[src/shared/iprs_pkg.sv]
package iprs_pkg;
  // register byte offsets on the apb bus
  localparam logic [11:0] IPRS_SERIAL1_RX_OFF  = 12'h000;
  localparam logic [11:0] IPRS_SERIAL2_RX_OFF  = 12'h004;
  localparam logic [11:0] IPRS_SPI2_CLKDAT_OFF = 12'h008;
  localparam logic [11:0] IPRS_SPI2_SEL_OFF    = 12'h00c;
  localparam logic [11:0] IPRS_CAN_RX_OFF      = 12'h010;
  localparam logic [11:0] IPRS_PWM_SYNC_OFF    = 12'h014;
  localparam logic [11:0] IPRS_DTCMP1_OFF      = 12'h018;
  localparam logic [11:0] IPRS_DTCMP23_OFF     = 12'h01c;
  // field positions
  localparam int          IPRS_LO_POS          = 0;
  localparam int          IPRS_HI_POS          = 8;
  localparam int          IPRS_SEL_W           = 7;
  localparam int          IPRS_PIN_W           = 128;
  // selector codes and reset value
  localparam logic [6:0]  IPRS_SEL_GND         = 7'h00;
  localparam logic [6:0]  IPRS_SEL_COMPARATOR_ONE_OUTPUT        = 7'h01;
  localparam logic [6:0]  IPRS_SEL_PIN121      = 7'h79;
  localparam logic [6:0]  IPRS_SEL_RESET       = 7'h00;

  // the ten selector fields
  typedef struct packed {
    logic [6:0] serial1_rx_selector;
    logic [6:0] serial2_rx_selector;
    logic [6:0] spi2_clock_in_selector;
    logic [6:0] spi2_data_in_selector;
    logic [6:0] spi2_select_selector;
    logic [6:0] can_rx_selector;
    logic [6:0] pwm_sync1_selector;
    logic [6:0] deadtime_comp1_selector;
    logic [6:0] deadtime_comp2_selector;
    logic [6:0] deadtime_comp3_selector;
  } iprs_sel_type;

  // routed peripheral inputs
  typedef struct packed {
    logic serial1_rx_input;
    logic serial2_rx_input;
    logic spi2_clock_input;
    logic spi2_data_input;
    logic spi2_select_input;
    logic can_rx_input;
    logic pwm_sync1_input;
    logic deadtime_comp1_input;
    logic deadtime_comp2_input;
    logic deadtime_comp3_input;
  } iprs_route_type;

  // module state apart from the source synchronisers
  typedef struct packed {
    iprs_sel_type   sel;
    iprs_route_type route;
    logic [31:0]    prdata;
  } iprs_state_type;
endpackage

[src/verilog/iprs_input_remap.sv]
// Local design decisions: the APB interface to the registers and the register addresses.
`timescale 1ns/100ps
`default_nettype none
// Function
// RULE1: seven-bit selector continuously routes chosen source
// RULE2: code zero drives constant low
// RULE3: code one selects first comparator output
// RULE4: code 1111001 selects input-only pin 121
// RULE5: all fields clear to zero at reset
// RULE6: single low selector, bits 15-7 read zero
// RULE7: dual selectors at 14-8, 6-0; 15,7 zero
// RULE8: upper-only selector, low byte reads zero
// RULE9: selector drives first serial receive input
// RULE10: selector drives second serial receive input
// RULE11: upper shared selector drives spi2 clock
// RULE12: lower shared selector drives spi2 data
// RULE13: dedicated selector drives spi2 slave select
// RULE14: dedicated selector drives can receive input
// RULE15: upper selector drives pwm sync input
// RULE16: upper selector drives deadtime compensation one
// RULE17: last register lower drives deadtime compensation two
// RULE18: last register upper drives deadtime compensation three
// RULE19: other codes map through pin table, else low
// RULE20: selectors read/write, routing follows next cycle
module iprs_input_remap
  import iprs_pkg::*;
#(
  parameter logic [IPRS_PIN_W-1:0] PIN_VALID = {IPRS_PIN_W{1'b1}}
) (
  // clock and reset
  input  wire logic                  sys_clk,
  input  wire logic                  rst_b,
  // apb slave
  input  wire logic                  psel,
  input  wire logic                  penable,
  input  wire logic                  pwrite,
  input  wire logic [11:0]           paddr,
  input  wire logic [31:0]           pwdata,
  input  wire logic [3:0]            pstrb,
  output logic      [31:0]           prdata,
  output logic                       pready,
  output logic                       pslverr,
  // sources
  input  wire logic [IPRS_PIN_W-1:0] remappable_pin,
  input  wire logic                  comparator_one_output,
  // routed peripheral inputs
  output iprs_route_type             route_out
);

  iprs_state_type state_ff;
  iprs_state_type nxt_state;
  logic [IPRS_PIN_W-1:0] pin_s1_ff;
  logic [IPRS_PIN_W-1:0] pin_s2_ff;
  logic                  cmp_s1_ff;
  logic                  cmp_s2_ff;
  logic                  wr_en;
  logic                  rd_en;
  logic                  addr_ok;

  // picks the source for one selector code
  // code zero is the ground source and code one the comparator; neither goes through the pin table
  // code 121 always reaches the input-only pin, whatever the table says
  // every other code reaches its pin only where the table marks it present
  // a code with no pin behind it gives a steady low, never a floating level
  // the function is shared by all ten routes so every input decodes the same way
  function automatic logic pick(input logic [6:0] code,
                                input logic [IPRS_PIN_W-1:0] pins,
                                input logic cmp);
    logic res;
    res = 1'b0;
    if (code == IPRS_SEL_GND) begin
      res = 1'b0;                                    // RULE2
    end else if (code == IPRS_SEL_COMPARATOR_ONE_OUTPUT) begin
      res = cmp;                                     // RULE3
    end else if (code == IPRS_SEL_PIN121) begin
      res = pins[IPRS_SEL_PIN121];                   // RULE4
    end else if (PIN_VALID[code]) begin
      res = pins[code];                              // RULE19
    end else begin
      res = 1'b0;                                    // RULE19
    end
    return res;
  endfunction

  // builds a register image from an upper and a lower field
  function automatic logic [31:0] pack2(input logic [6:0] hi, input logic [6:0] lo);
    return {16'h0000, 1'b0, hi, 1'b0, lo};           // RULE7
  endfunction

  // two-flop synchronisers for pin and comparator sources
  // pins and the comparator change with no regard to sys_clk
  // only the second stage feeds the routes, so a metastable first stage never spreads
  // cost: a pin level reaches its route three edges later
  always_ff @(posedge sys_clk or negedge rst_b) begin
    if (!rst_b) begin
      pin_s1_ff <= '0;
      pin_s2_ff <= '0;
      cmp_s1_ff <= 1'b0;
      cmp_s2_ff <= 1'b0;
    end else begin
      pin_s1_ff <= remappable_pin;
      pin_s2_ff <= pin_s1_ff;
      cmp_s1_ff <= comparator_one_output;
      cmp_s2_ff <= cmp_s1_ff;
    end
  end

  // bus decode: zero wait state, unmapped or misaligned gives slverr
  // writes land at the access edge, when psel, penable and pwrite stand together
  // reads capture their word at the setup edge, so prdata is settled in the access phase
  // a refused write leaves every selector as it was
  // a read of a hole or a misaligned place returns zero
  assign wr_en   = psel && penable && pwrite && addr_ok;
  assign rd_en   = psel && !penable && !pwrite;
  assign addr_ok = (paddr[1:0] == 2'b00) && (paddr <= IPRS_DTCMP23_OFF);
  assign pready  = 1'b1;
  assign pslverr = psel && penable && !addr_ok;

  // next state: register writes, read data capture, routing
  // everything holds unless a write, a read setup or a new source level moves it
  always_comb begin
    nxt_state = state_ff;

    // lane 0 writes: low fields at bits 6-0, bit 7 is dropped by the slice
    if (wr_en && pstrb[0]) begin                     // RULE20
      // first serial receive selector, bits 15-7 never stored
      if (paddr == IPRS_SERIAL1_RX_OFF) begin
        nxt_state.sel.serial1_rx_selector =
          pwdata[IPRS_LO_POS +: IPRS_SEL_W];         // RULE6
      // second serial receive selector
      end else if (paddr == IPRS_SERIAL2_RX_OFF) begin
        nxt_state.sel.serial2_rx_selector =
          pwdata[IPRS_LO_POS +: IPRS_SEL_W];         // RULE6
      // spi2 data selector, low half of the shared word
      end else if (paddr == IPRS_SPI2_CLKDAT_OFF) begin
        nxt_state.sel.spi2_data_in_selector =
          pwdata[IPRS_LO_POS +: IPRS_SEL_W];         // RULE7
      // spi2 slave select selector
      end else if (paddr == IPRS_SPI2_SEL_OFF) begin
        nxt_state.sel.spi2_select_selector =
          pwdata[IPRS_LO_POS +: IPRS_SEL_W];         // RULE6
      // can receive selector
      end else if (paddr == IPRS_CAN_RX_OFF) begin
        nxt_state.sel.can_rx_selector =
          pwdata[IPRS_LO_POS +: IPRS_SEL_W];         // RULE6
      // deadtime compensation two, low half of the last word
      end else if (paddr == IPRS_DTCMP23_OFF) begin
        nxt_state.sel.deadtime_comp2_selector =
          pwdata[IPRS_LO_POS +: IPRS_SEL_W];         // RULE7
      end
    end

    // lane 1 writes: high fields at bits 14-8, bit 15 is dropped by the slice
    if (wr_en && pstrb[1]) begin                     // RULE20
      // spi2 clock selector, high half of the shared word
      if (paddr == IPRS_SPI2_CLKDAT_OFF) begin
        nxt_state.sel.spi2_clock_in_selector =
          pwdata[IPRS_HI_POS +: IPRS_SEL_W];         // RULE7
      // pwm sync selector, its low byte has no storage
      end else if (paddr == IPRS_PWM_SYNC_OFF) begin
        nxt_state.sel.pwm_sync1_selector =
          pwdata[IPRS_HI_POS +: IPRS_SEL_W];         // RULE8
      // deadtime compensation one, its low byte has no storage
      end else if (paddr == IPRS_DTCMP1_OFF) begin
        nxt_state.sel.deadtime_comp1_selector =
          pwdata[IPRS_HI_POS +: IPRS_SEL_W];         // RULE8
      // deadtime compensation three, high half of the last word
      end else if (paddr == IPRS_DTCMP23_OFF) begin
        nxt_state.sel.deadtime_comp3_selector =
          pwdata[IPRS_HI_POS +: IPRS_SEL_W];         // RULE7
      end
    end

    // read data captured in setup, so it stands through the access phase
    // unimplemented bits are built as zero constants, never read from storage
    if (rd_en) begin
      // single low selector words
      if (paddr == IPRS_SERIAL1_RX_OFF) begin
        nxt_state.prdata = pack2(7'h00,
                                 state_ff.sel.serial1_rx_selector);      // RULE6
      end else if (paddr == IPRS_SERIAL2_RX_OFF) begin
        nxt_state.prdata = pack2(7'h00,
                                 state_ff.sel.serial2_rx_selector);      // RULE6
      // shared spi2 word, both halves
      end else if (paddr == IPRS_SPI2_CLKDAT_OFF) begin
        nxt_state.prdata = pack2(state_ff.sel.spi2_clock_in_selector,
                                 state_ff.sel.spi2_data_in_selector);    // RULE7
      // more single low selector words
      end else if (paddr == IPRS_SPI2_SEL_OFF) begin
        nxt_state.prdata = pack2(7'h00,
                                 state_ff.sel.spi2_select_selector);     // RULE6
      end else if (paddr == IPRS_CAN_RX_OFF) begin
        nxt_state.prdata = pack2(7'h00,
                                 state_ff.sel.can_rx_selector);          // RULE6
      // upper-only words, low byte reads zero
      end else if (paddr == IPRS_PWM_SYNC_OFF) begin
        nxt_state.prdata = pack2(state_ff.sel.pwm_sync1_selector,
                                 7'h00);                                 // RULE8
      end else if (paddr == IPRS_DTCMP1_OFF) begin
        nxt_state.prdata = pack2(state_ff.sel.deadtime_comp1_selector,
                                 7'h00);                                 // RULE8
      // last word, both deadtime halves
      end else if (paddr == IPRS_DTCMP23_OFF) begin
        nxt_state.prdata = pack2(state_ff.sel.deadtime_comp3_selector,
                                 state_ff.sel.deadtime_comp2_selector);  // RULE7
      // holes and misaligned places read zero
      end else begin
        nxt_state.prdata = 32'h0000_0000;
      end
    end

    // routing of each peripheral input from its selector
    // each route uses the stored selector, so a write moves it one edge later
    // only synchronised source levels are used

    // first serial receive input
    nxt_state.route.serial1_rx_input =
      pick(state_ff.sel.serial1_rx_selector,
           pin_s2_ff,
           cmp_s2_ff);                               // RULE9

    // second serial receive input
    nxt_state.route.serial2_rx_input =
      pick(state_ff.sel.serial2_rx_selector,
           pin_s2_ff,
           cmp_s2_ff);                               // RULE10

    // spi2 clock input
    nxt_state.route.spi2_clock_input =
      pick(state_ff.sel.spi2_clock_in_selector,
           pin_s2_ff,
           cmp_s2_ff);                               // RULE11

    // spi2 data input
    nxt_state.route.spi2_data_input =
      pick(state_ff.sel.spi2_data_in_selector,
           pin_s2_ff,
           cmp_s2_ff);                               // RULE12

    // spi2 slave select input
    nxt_state.route.spi2_select_input =
      pick(state_ff.sel.spi2_select_selector,
           pin_s2_ff,
           cmp_s2_ff);                               // RULE13

    // can receive input
    nxt_state.route.can_rx_input =
      pick(state_ff.sel.can_rx_selector,
           pin_s2_ff,
           cmp_s2_ff);                               // RULE14

    // pwm synchronisation input
    nxt_state.route.pwm_sync1_input =
      pick(state_ff.sel.pwm_sync1_selector,
           pin_s2_ff,
           cmp_s2_ff);                               // RULE15

    // deadtime compensation input one
    nxt_state.route.deadtime_comp1_input =
      pick(state_ff.sel.deadtime_comp1_selector,
           pin_s2_ff,
           cmp_s2_ff);                               // RULE16

    // deadtime compensation input two
    nxt_state.route.deadtime_comp2_input =
      pick(state_ff.sel.deadtime_comp2_selector,
           pin_s2_ff,
           cmp_s2_ff);                               // RULE17

    // deadtime compensation input three
    nxt_state.route.deadtime_comp3_input =
      pick(state_ff.sel.deadtime_comp3_selector,
           pin_s2_ff,
           cmp_s2_ff);                               // RULE18
  end

  // state register, everything clear at reset
  // clear selectors give the ground source, so every route starts low
  // prdata clears too, so a read before any setup shows zero
  always_ff @(posedge sys_clk or negedge rst_b) begin
    if (!rst_b) begin
      state_ff <= '0;                                // RULE5
    end else begin
      state_ff <= nxt_state;                         // RULE1
    end
  end

  // outputs
  assign prdata    = state_ff.prdata;
  assign route_out = state_ff.route;

endmodule
`default_nettype wire
[config.mk]
export PLATFORM = sky130hd
export DESIGN_NAME = iprs_input_remap
export DESIGN_NICKNAME = d
export VERILOG_FILES = /design/src/shared/iprs_pkg.sv /design/src/verilog/iprs_input_remap.sv
export SDC_FILE = /design/constraint.sdc
export NUM_CORES = 1
export LEC_CHECK = 0
export ABC_AREA = 1
export BUFFER_PORTS_ARGS = -buffer_cell sky130_fd_sc_hd__buf_2
export CELL_PAD_IN_SITES_DETAIL_PLACEMENT = 2
export CELL_PAD_IN_SITES_GLOBAL_PLACEMENT = 2
export CORE_MARGIN = 3
export CORE_UTILIZATION = 24
export DETAILED_ROUTE_END_ITERATION = 8
export PLACE_DENSITY = 0.7
export SLEW_MARGIN = 20
export SYNTH_ARGS = -nofsm -noshare
export SYNTH_HDL_FRONTEND = slang
export SYNTH_SLANG_ARGS = --single-unit
export TNS_END_PERCENT = 5
[constraint.sdc]
create_clock -name sys_clk -period 3.7 [get_ports sys_clk]
set_input_delay 0.74 -clock sys_clk [delete_from_list [all_inputs] [get_ports sys_clk]]
set_output_delay 0.74 -clock sys_clk [all_outputs]
set_load 0.02 [all_outputs]
# Yosys cells after proc, flatten, opt, wreduce, memory -nomap -nowiden
# Memories as Yosys holds them, arrays and structs flattened.
# Cells that the tools add are included.
# word_totals
ff_bits	370
mem_bits_ro	1280
input_bits	182
out_inout_bits	44
mem_count	10
# memory_table
memory	words	word_bits	read_ports	rd_ports_with_merged_regs	write_ports	line	text
(name not given)	128	1	1	0	0	iprs_input_remap.sv:77	end else if (PIN_VALID[code]) begin
(name not given)	128	1	1	0	0	iprs_input_remap.sv:77	
(name not given)	128	1	1	0	0	iprs_input_remap.sv:77	
(name not given)	128	1	1	0	0	iprs_input_remap.sv:77	
(name not given)	128	1	1	0	0	iprs_input_remap.sv:77	
(name not given)	128	1	1	0	0	iprs_input_remap.sv:77	
+4 memories	--	--	--	--	--	--	
# op_classes
n_lt_le_gt_ge	11
eq_ne	27
mux	78
n_bitwise	7
n_reduce_logical	34
# ops
cell	count
$mux W15	8
$lt A7 B8 Y1 const B	10
$bmux W1 S7	10
$eq A7 B1 Y1 const B	10
$eq A7 B7 Y1 const B	10
$logic_not A7 Y1	10
$mux W1	60
$eq A12 B5 Y1 const B	4
$eq A12 B4 Y1 const B	2
$eq A12 B3 Y1 const B	1
$le A12 B5 Y1 const B	1
$logic_not A12 Y1	1
$reduce_and A5 Y1	2
$logic_and A1 B1 Y1	9
$reduce_and A4 Y1	2
$not A1 Y1	7
$reduce_and A7 Y1	1
$reduce_and A3 Y1	2
$reduce_and A6 Y1	1
$reduce_and A2 Y1	2
$logic_not A1 Y1	3
$logic_not A2 Y1	1

# Depth between registers and ports, before layout
# logic_depth
depth_word	9
mapped_depth	19
depth_no_buf	17

# Worst setup path before layout
# OpenSTA, ideal clock, no wires.
# synth_path
kind	input-to-output
startpoint	input port paddr[2]
endpoint	output port pslverr
t_arrival_ns	1.610
path_slack_ns	1.350
stages	7
path_buffers	0
cell_sequence	nand2_1 inv_2 nand2_1 clkinv_2 nand3_4 nand2_4 a21oi_1
# synth_between
elab_chain_cells	4
# synth_rtl
item	line	text
start: declaration	iprs_input_remap.sv:37	input wire logic [11:0] paddr,
$le A12 B5 Y1	iprs_input_remap.sv:115	assign addr_ok = (paddr[1:0] == 2'b00) && (paddr <= IPRS_DTCMP23_OFF);
$logic_and A1 B1 Y1	iprs_input_remap.sv:115	
$logic_not A1 Y1	iprs_input_remap.sv:117	assign pslverr = psel && penable && !addr_ok;
$logic_and A1 B1 Y1	iprs_input_remap.sv:117	
end: declaration	iprs_input_remap.sv:42	output logic pslverr,
# No other way between the ends.

==> results.json <==
{
  "grt_max_degree": 94,
  "hold_ws_ns": 0.182,
  "syn_inst": 3708,
  "internal-power_mw": 6.48,
  "numClockSinks": 352,
  "ys_seq_elements": 352,
  "power.density_nw_per_um2": 338,
  "drtPass1Iterations": 5,
  "critical_path.max_stage_delay_ns": 0.78,
  "outcome": "completed",
  "yosys.area.top_type_share": 0.371,
  "async_flop_share": 1.00,
  "slowest_stage": "dfrtp_1",
  "fp-row-count": 114,
  "setup_viol": 0,
  "end_kind": "flip-flop",
  "initial_core_util": 0.244,
  "syn_area_um2": 23800,
  "tightest_slew_ns": 1.16,
  "vdd_drop_max_v": 0.000354,
  "pin_count": 226,
  "gr-usage-all-layers": 0.282,
  "hold_viol_final": 0,
  "yosysTopAreaCell": "dfrtp_1",
  "slew_headroom": 0.227,
  "syn_to_final_growth_pct": 14.4,
  "die_y_um": 321,
  "leakage_nw": 13.1,
  "rsz0062_at_grt": "no",
  "antenna_found_initial": 4,
  "rr_endpoint": "route_out[6]$_DFF_PN0_",
  "power.share.clock": 0.433,
  "r2r-start": "state_ff[85]$_DFFE_PN0P_",
  "syn_avg_cell_area_um2": 6.41,
  "path_common_cell": "nand2_1",
  "viasPerCell": 5.49,
  "crit_required_ns": 4.19,
  "r2r_setup_slack_ns": 0.76,
  "cts_hold_buf": 0,
  "slew_viol_final": 0,
  "hpwl_um": 110000,
  "die_w_um": 321,
  "worstPathMaxFanout": 14,
  "crit_family": "simple AND/OR/NAND/NOR gates",
  "clk_latency_ns": 0.62,
  "nets": 3973,
  "die-area_um2": 103000,
  "final_util": 0.279,
  "min-delay-path-class": "input pin to asynchronous set/reset pin",
  "instances_no_fill": 5097,
  "r2r_cells": 13,
  "finalCriticalPeriod_ns": 2.94,
  "vias": 28000,
  "fmax_mhz": 340,
  "crit_buf_inv": 2,
  "drive_gt1_frac": 0.120,
  "numPortBuffers": 186,
  "cts_root_buf": "clkbuf_16",
  "yosysMostFrequentCell": "nand2_1",
  "yosys_warnings": 0,
  "gp_congestion": 0.973,
  "worstPathArrival_ns": 3.43,
  "switchingPower_mw": 2.71,
  "post-route-period-util": 0.795,
  "post-place-ws_ns": 0.616,
  "grt_pass1_vias": 29000,
  "htree_num_levels": 2,
  "core_area_um2": 97400,
  "dpl_cell_area_um2": 25900,
  "p_total_mw": 9.19,
  "cts_setup_buffers": 0,
  "cp-start-kind": "flip-flop",
  "nFillCells": 11900,
  "synth_cell_types": 44,
  "post-route-worst-setup-slack_ns": 0.758,
  "clock_skew_ns": 0.0495,
  "drtIter0Drc": 2697,
  "pwr-share-seq": 0.466,
  "cts_buffers": 41,
  "setup-tns-final_ns": 0,
  "synth_commonest_cells": "1565 x nand2_1, 491 x nand3_1, 352 x dfrtp_1",
  "wire_per_inst_um": 29.0,
  "drc": 0,
  "synth_area_leaders": "dfrtp_1 37%, nand2_1 25%, nand3_1 10%",
  "cts_max_path_buffers": 3,
  "antenna_left": 0,
  "postLayoutCellArea_um2": 27200,
  "drv_cap": 0,
  "synth-edff-count": 0,
  "cts_tree": "yes",
  "path_class": "flip-flop to flip-flop",
  "grt.overflow.total": 0,
  "yosys_most_used_dff": "dfrtp_1",
  "grt_pass1_wl_um": 210000,
  "cts-resized-gates": 0,
  "path_clk_slew_ns": 0.06,
  "place_inst": 5024,
  "power.share.switching": 0.295,
  "seq_area_frac_synth": 0.371,
  "wl_um": 148000,
  "combPwrFrac": 0.101,
  "cp_cell_sequence": "clkinv_1, nand2_1, nor2_1, a21oi_1, nand2_1, a21oi_1, nand2_1, nand3_1, nand2_1, nand2_1, nand3_1, nand2_1, inv_1"
}
placed cells by master (no fill, tap or decap), drive strengths merged, types with 51 or more instances in the layout:
cell / n
o21ai: 169
nor2: 193
buf: 303
clkbuf: 54
a21oi: 184
o211ai: 81
nand3: 495
dfrtp: 352
inv: 221
clkinv: 51
nand2: 1577
logic make-up after synthesis:
logic type / count (synthesis) / synth area share
DFF: 352 / 0.371
AOI/OAI and AO/OA: 510 / 0.126
other: 2 / 0.000316
buffers and inverters: 538 / 0.102
and+or+nand+nor: 2305 / 0.400
muxes: 1 / 0.000421
sequential cells by signal, indices dropped and copies added, names as in the netlist:
signal,count
cmp_s1_ff,1
pin_s2_ff,128
state_ff,70
pin_s1_ff,128
route_out,10
cmp_s2_ff,1
prdata,14
worst max path at each step:
stage | slack (ns) | depth (start not counted) | start | endpoint
2_1_floorplan | 1.35 | 7 | paddr[2] | pslverr
3_3_place_gp | 0.74 | 10 | paddr[1] | state_ff[46]$_DFFE_PN0P_
3_5_place_dp | 0.62 | 12 | paddr[7] | state_ff[47]$_DFFE_PN0P_
4_1_cts | 0.82 | 13 | state_ff[85]$_DFFE_PN0P_ | route_out[6]$_DFF_PN0_
5_1_grt | 0.61 | 13 | state_ff[85]$_DFFE_PN0P_ | route_out[6]$_DFF_PN0_
6_report | 0.76 | 13 | state_ff[85]$_DFFE_PN0P_ | route_out[6]$_DFF_PN0_
worst register-to-register path, delay by kind of cell (launching register included):
kind,cells,cell delay [ns]
and+or+nand+nor,9,1.13
DFF,1,0.78
buffers and inverters,2,0.62
AOI/OAI and AO/OA,2,0.29
per-layer routing:
layer / wire length (µm) / GRT usage / up-vias
li1: - / - / 12000
met1: 59200 / 0.353 / 14300
met2: 67400 / 0.456 / 1241
met3: 9330 / 0.0383 / 415
met4: 11600 / 0.186 / 0
met5: 0 / 0 / -
power groups by stage:
stage	registers [mW]	clock network [mW]	logic, mW
after floorplan	4.10	0	0.479
after global placement	4.33	0	0.888
after detailed placement	4.33	0	0.911
after CTS	4.27	4.12	0.916
after global routing	4.28	4.29	1.01
final	4.28	3.98	0.925
final cells by class:
cell class,instances,area (µm²),share of cell area
Antenna cell,2,5.00,0.000184
Clock inverter,17,178,0.00654
Tap cell,1276,1600,0.0587
Timing Repair Buffer,303,1870,0.0688
Multi-Input combinational cell,2835,12600,0.464
Inverter,258,970,0.0357
Sequential cell,352,8810,0.324
Clock buffer,54,1120,0.0414
Note: power is estimated with default switching activity, not from simulation.
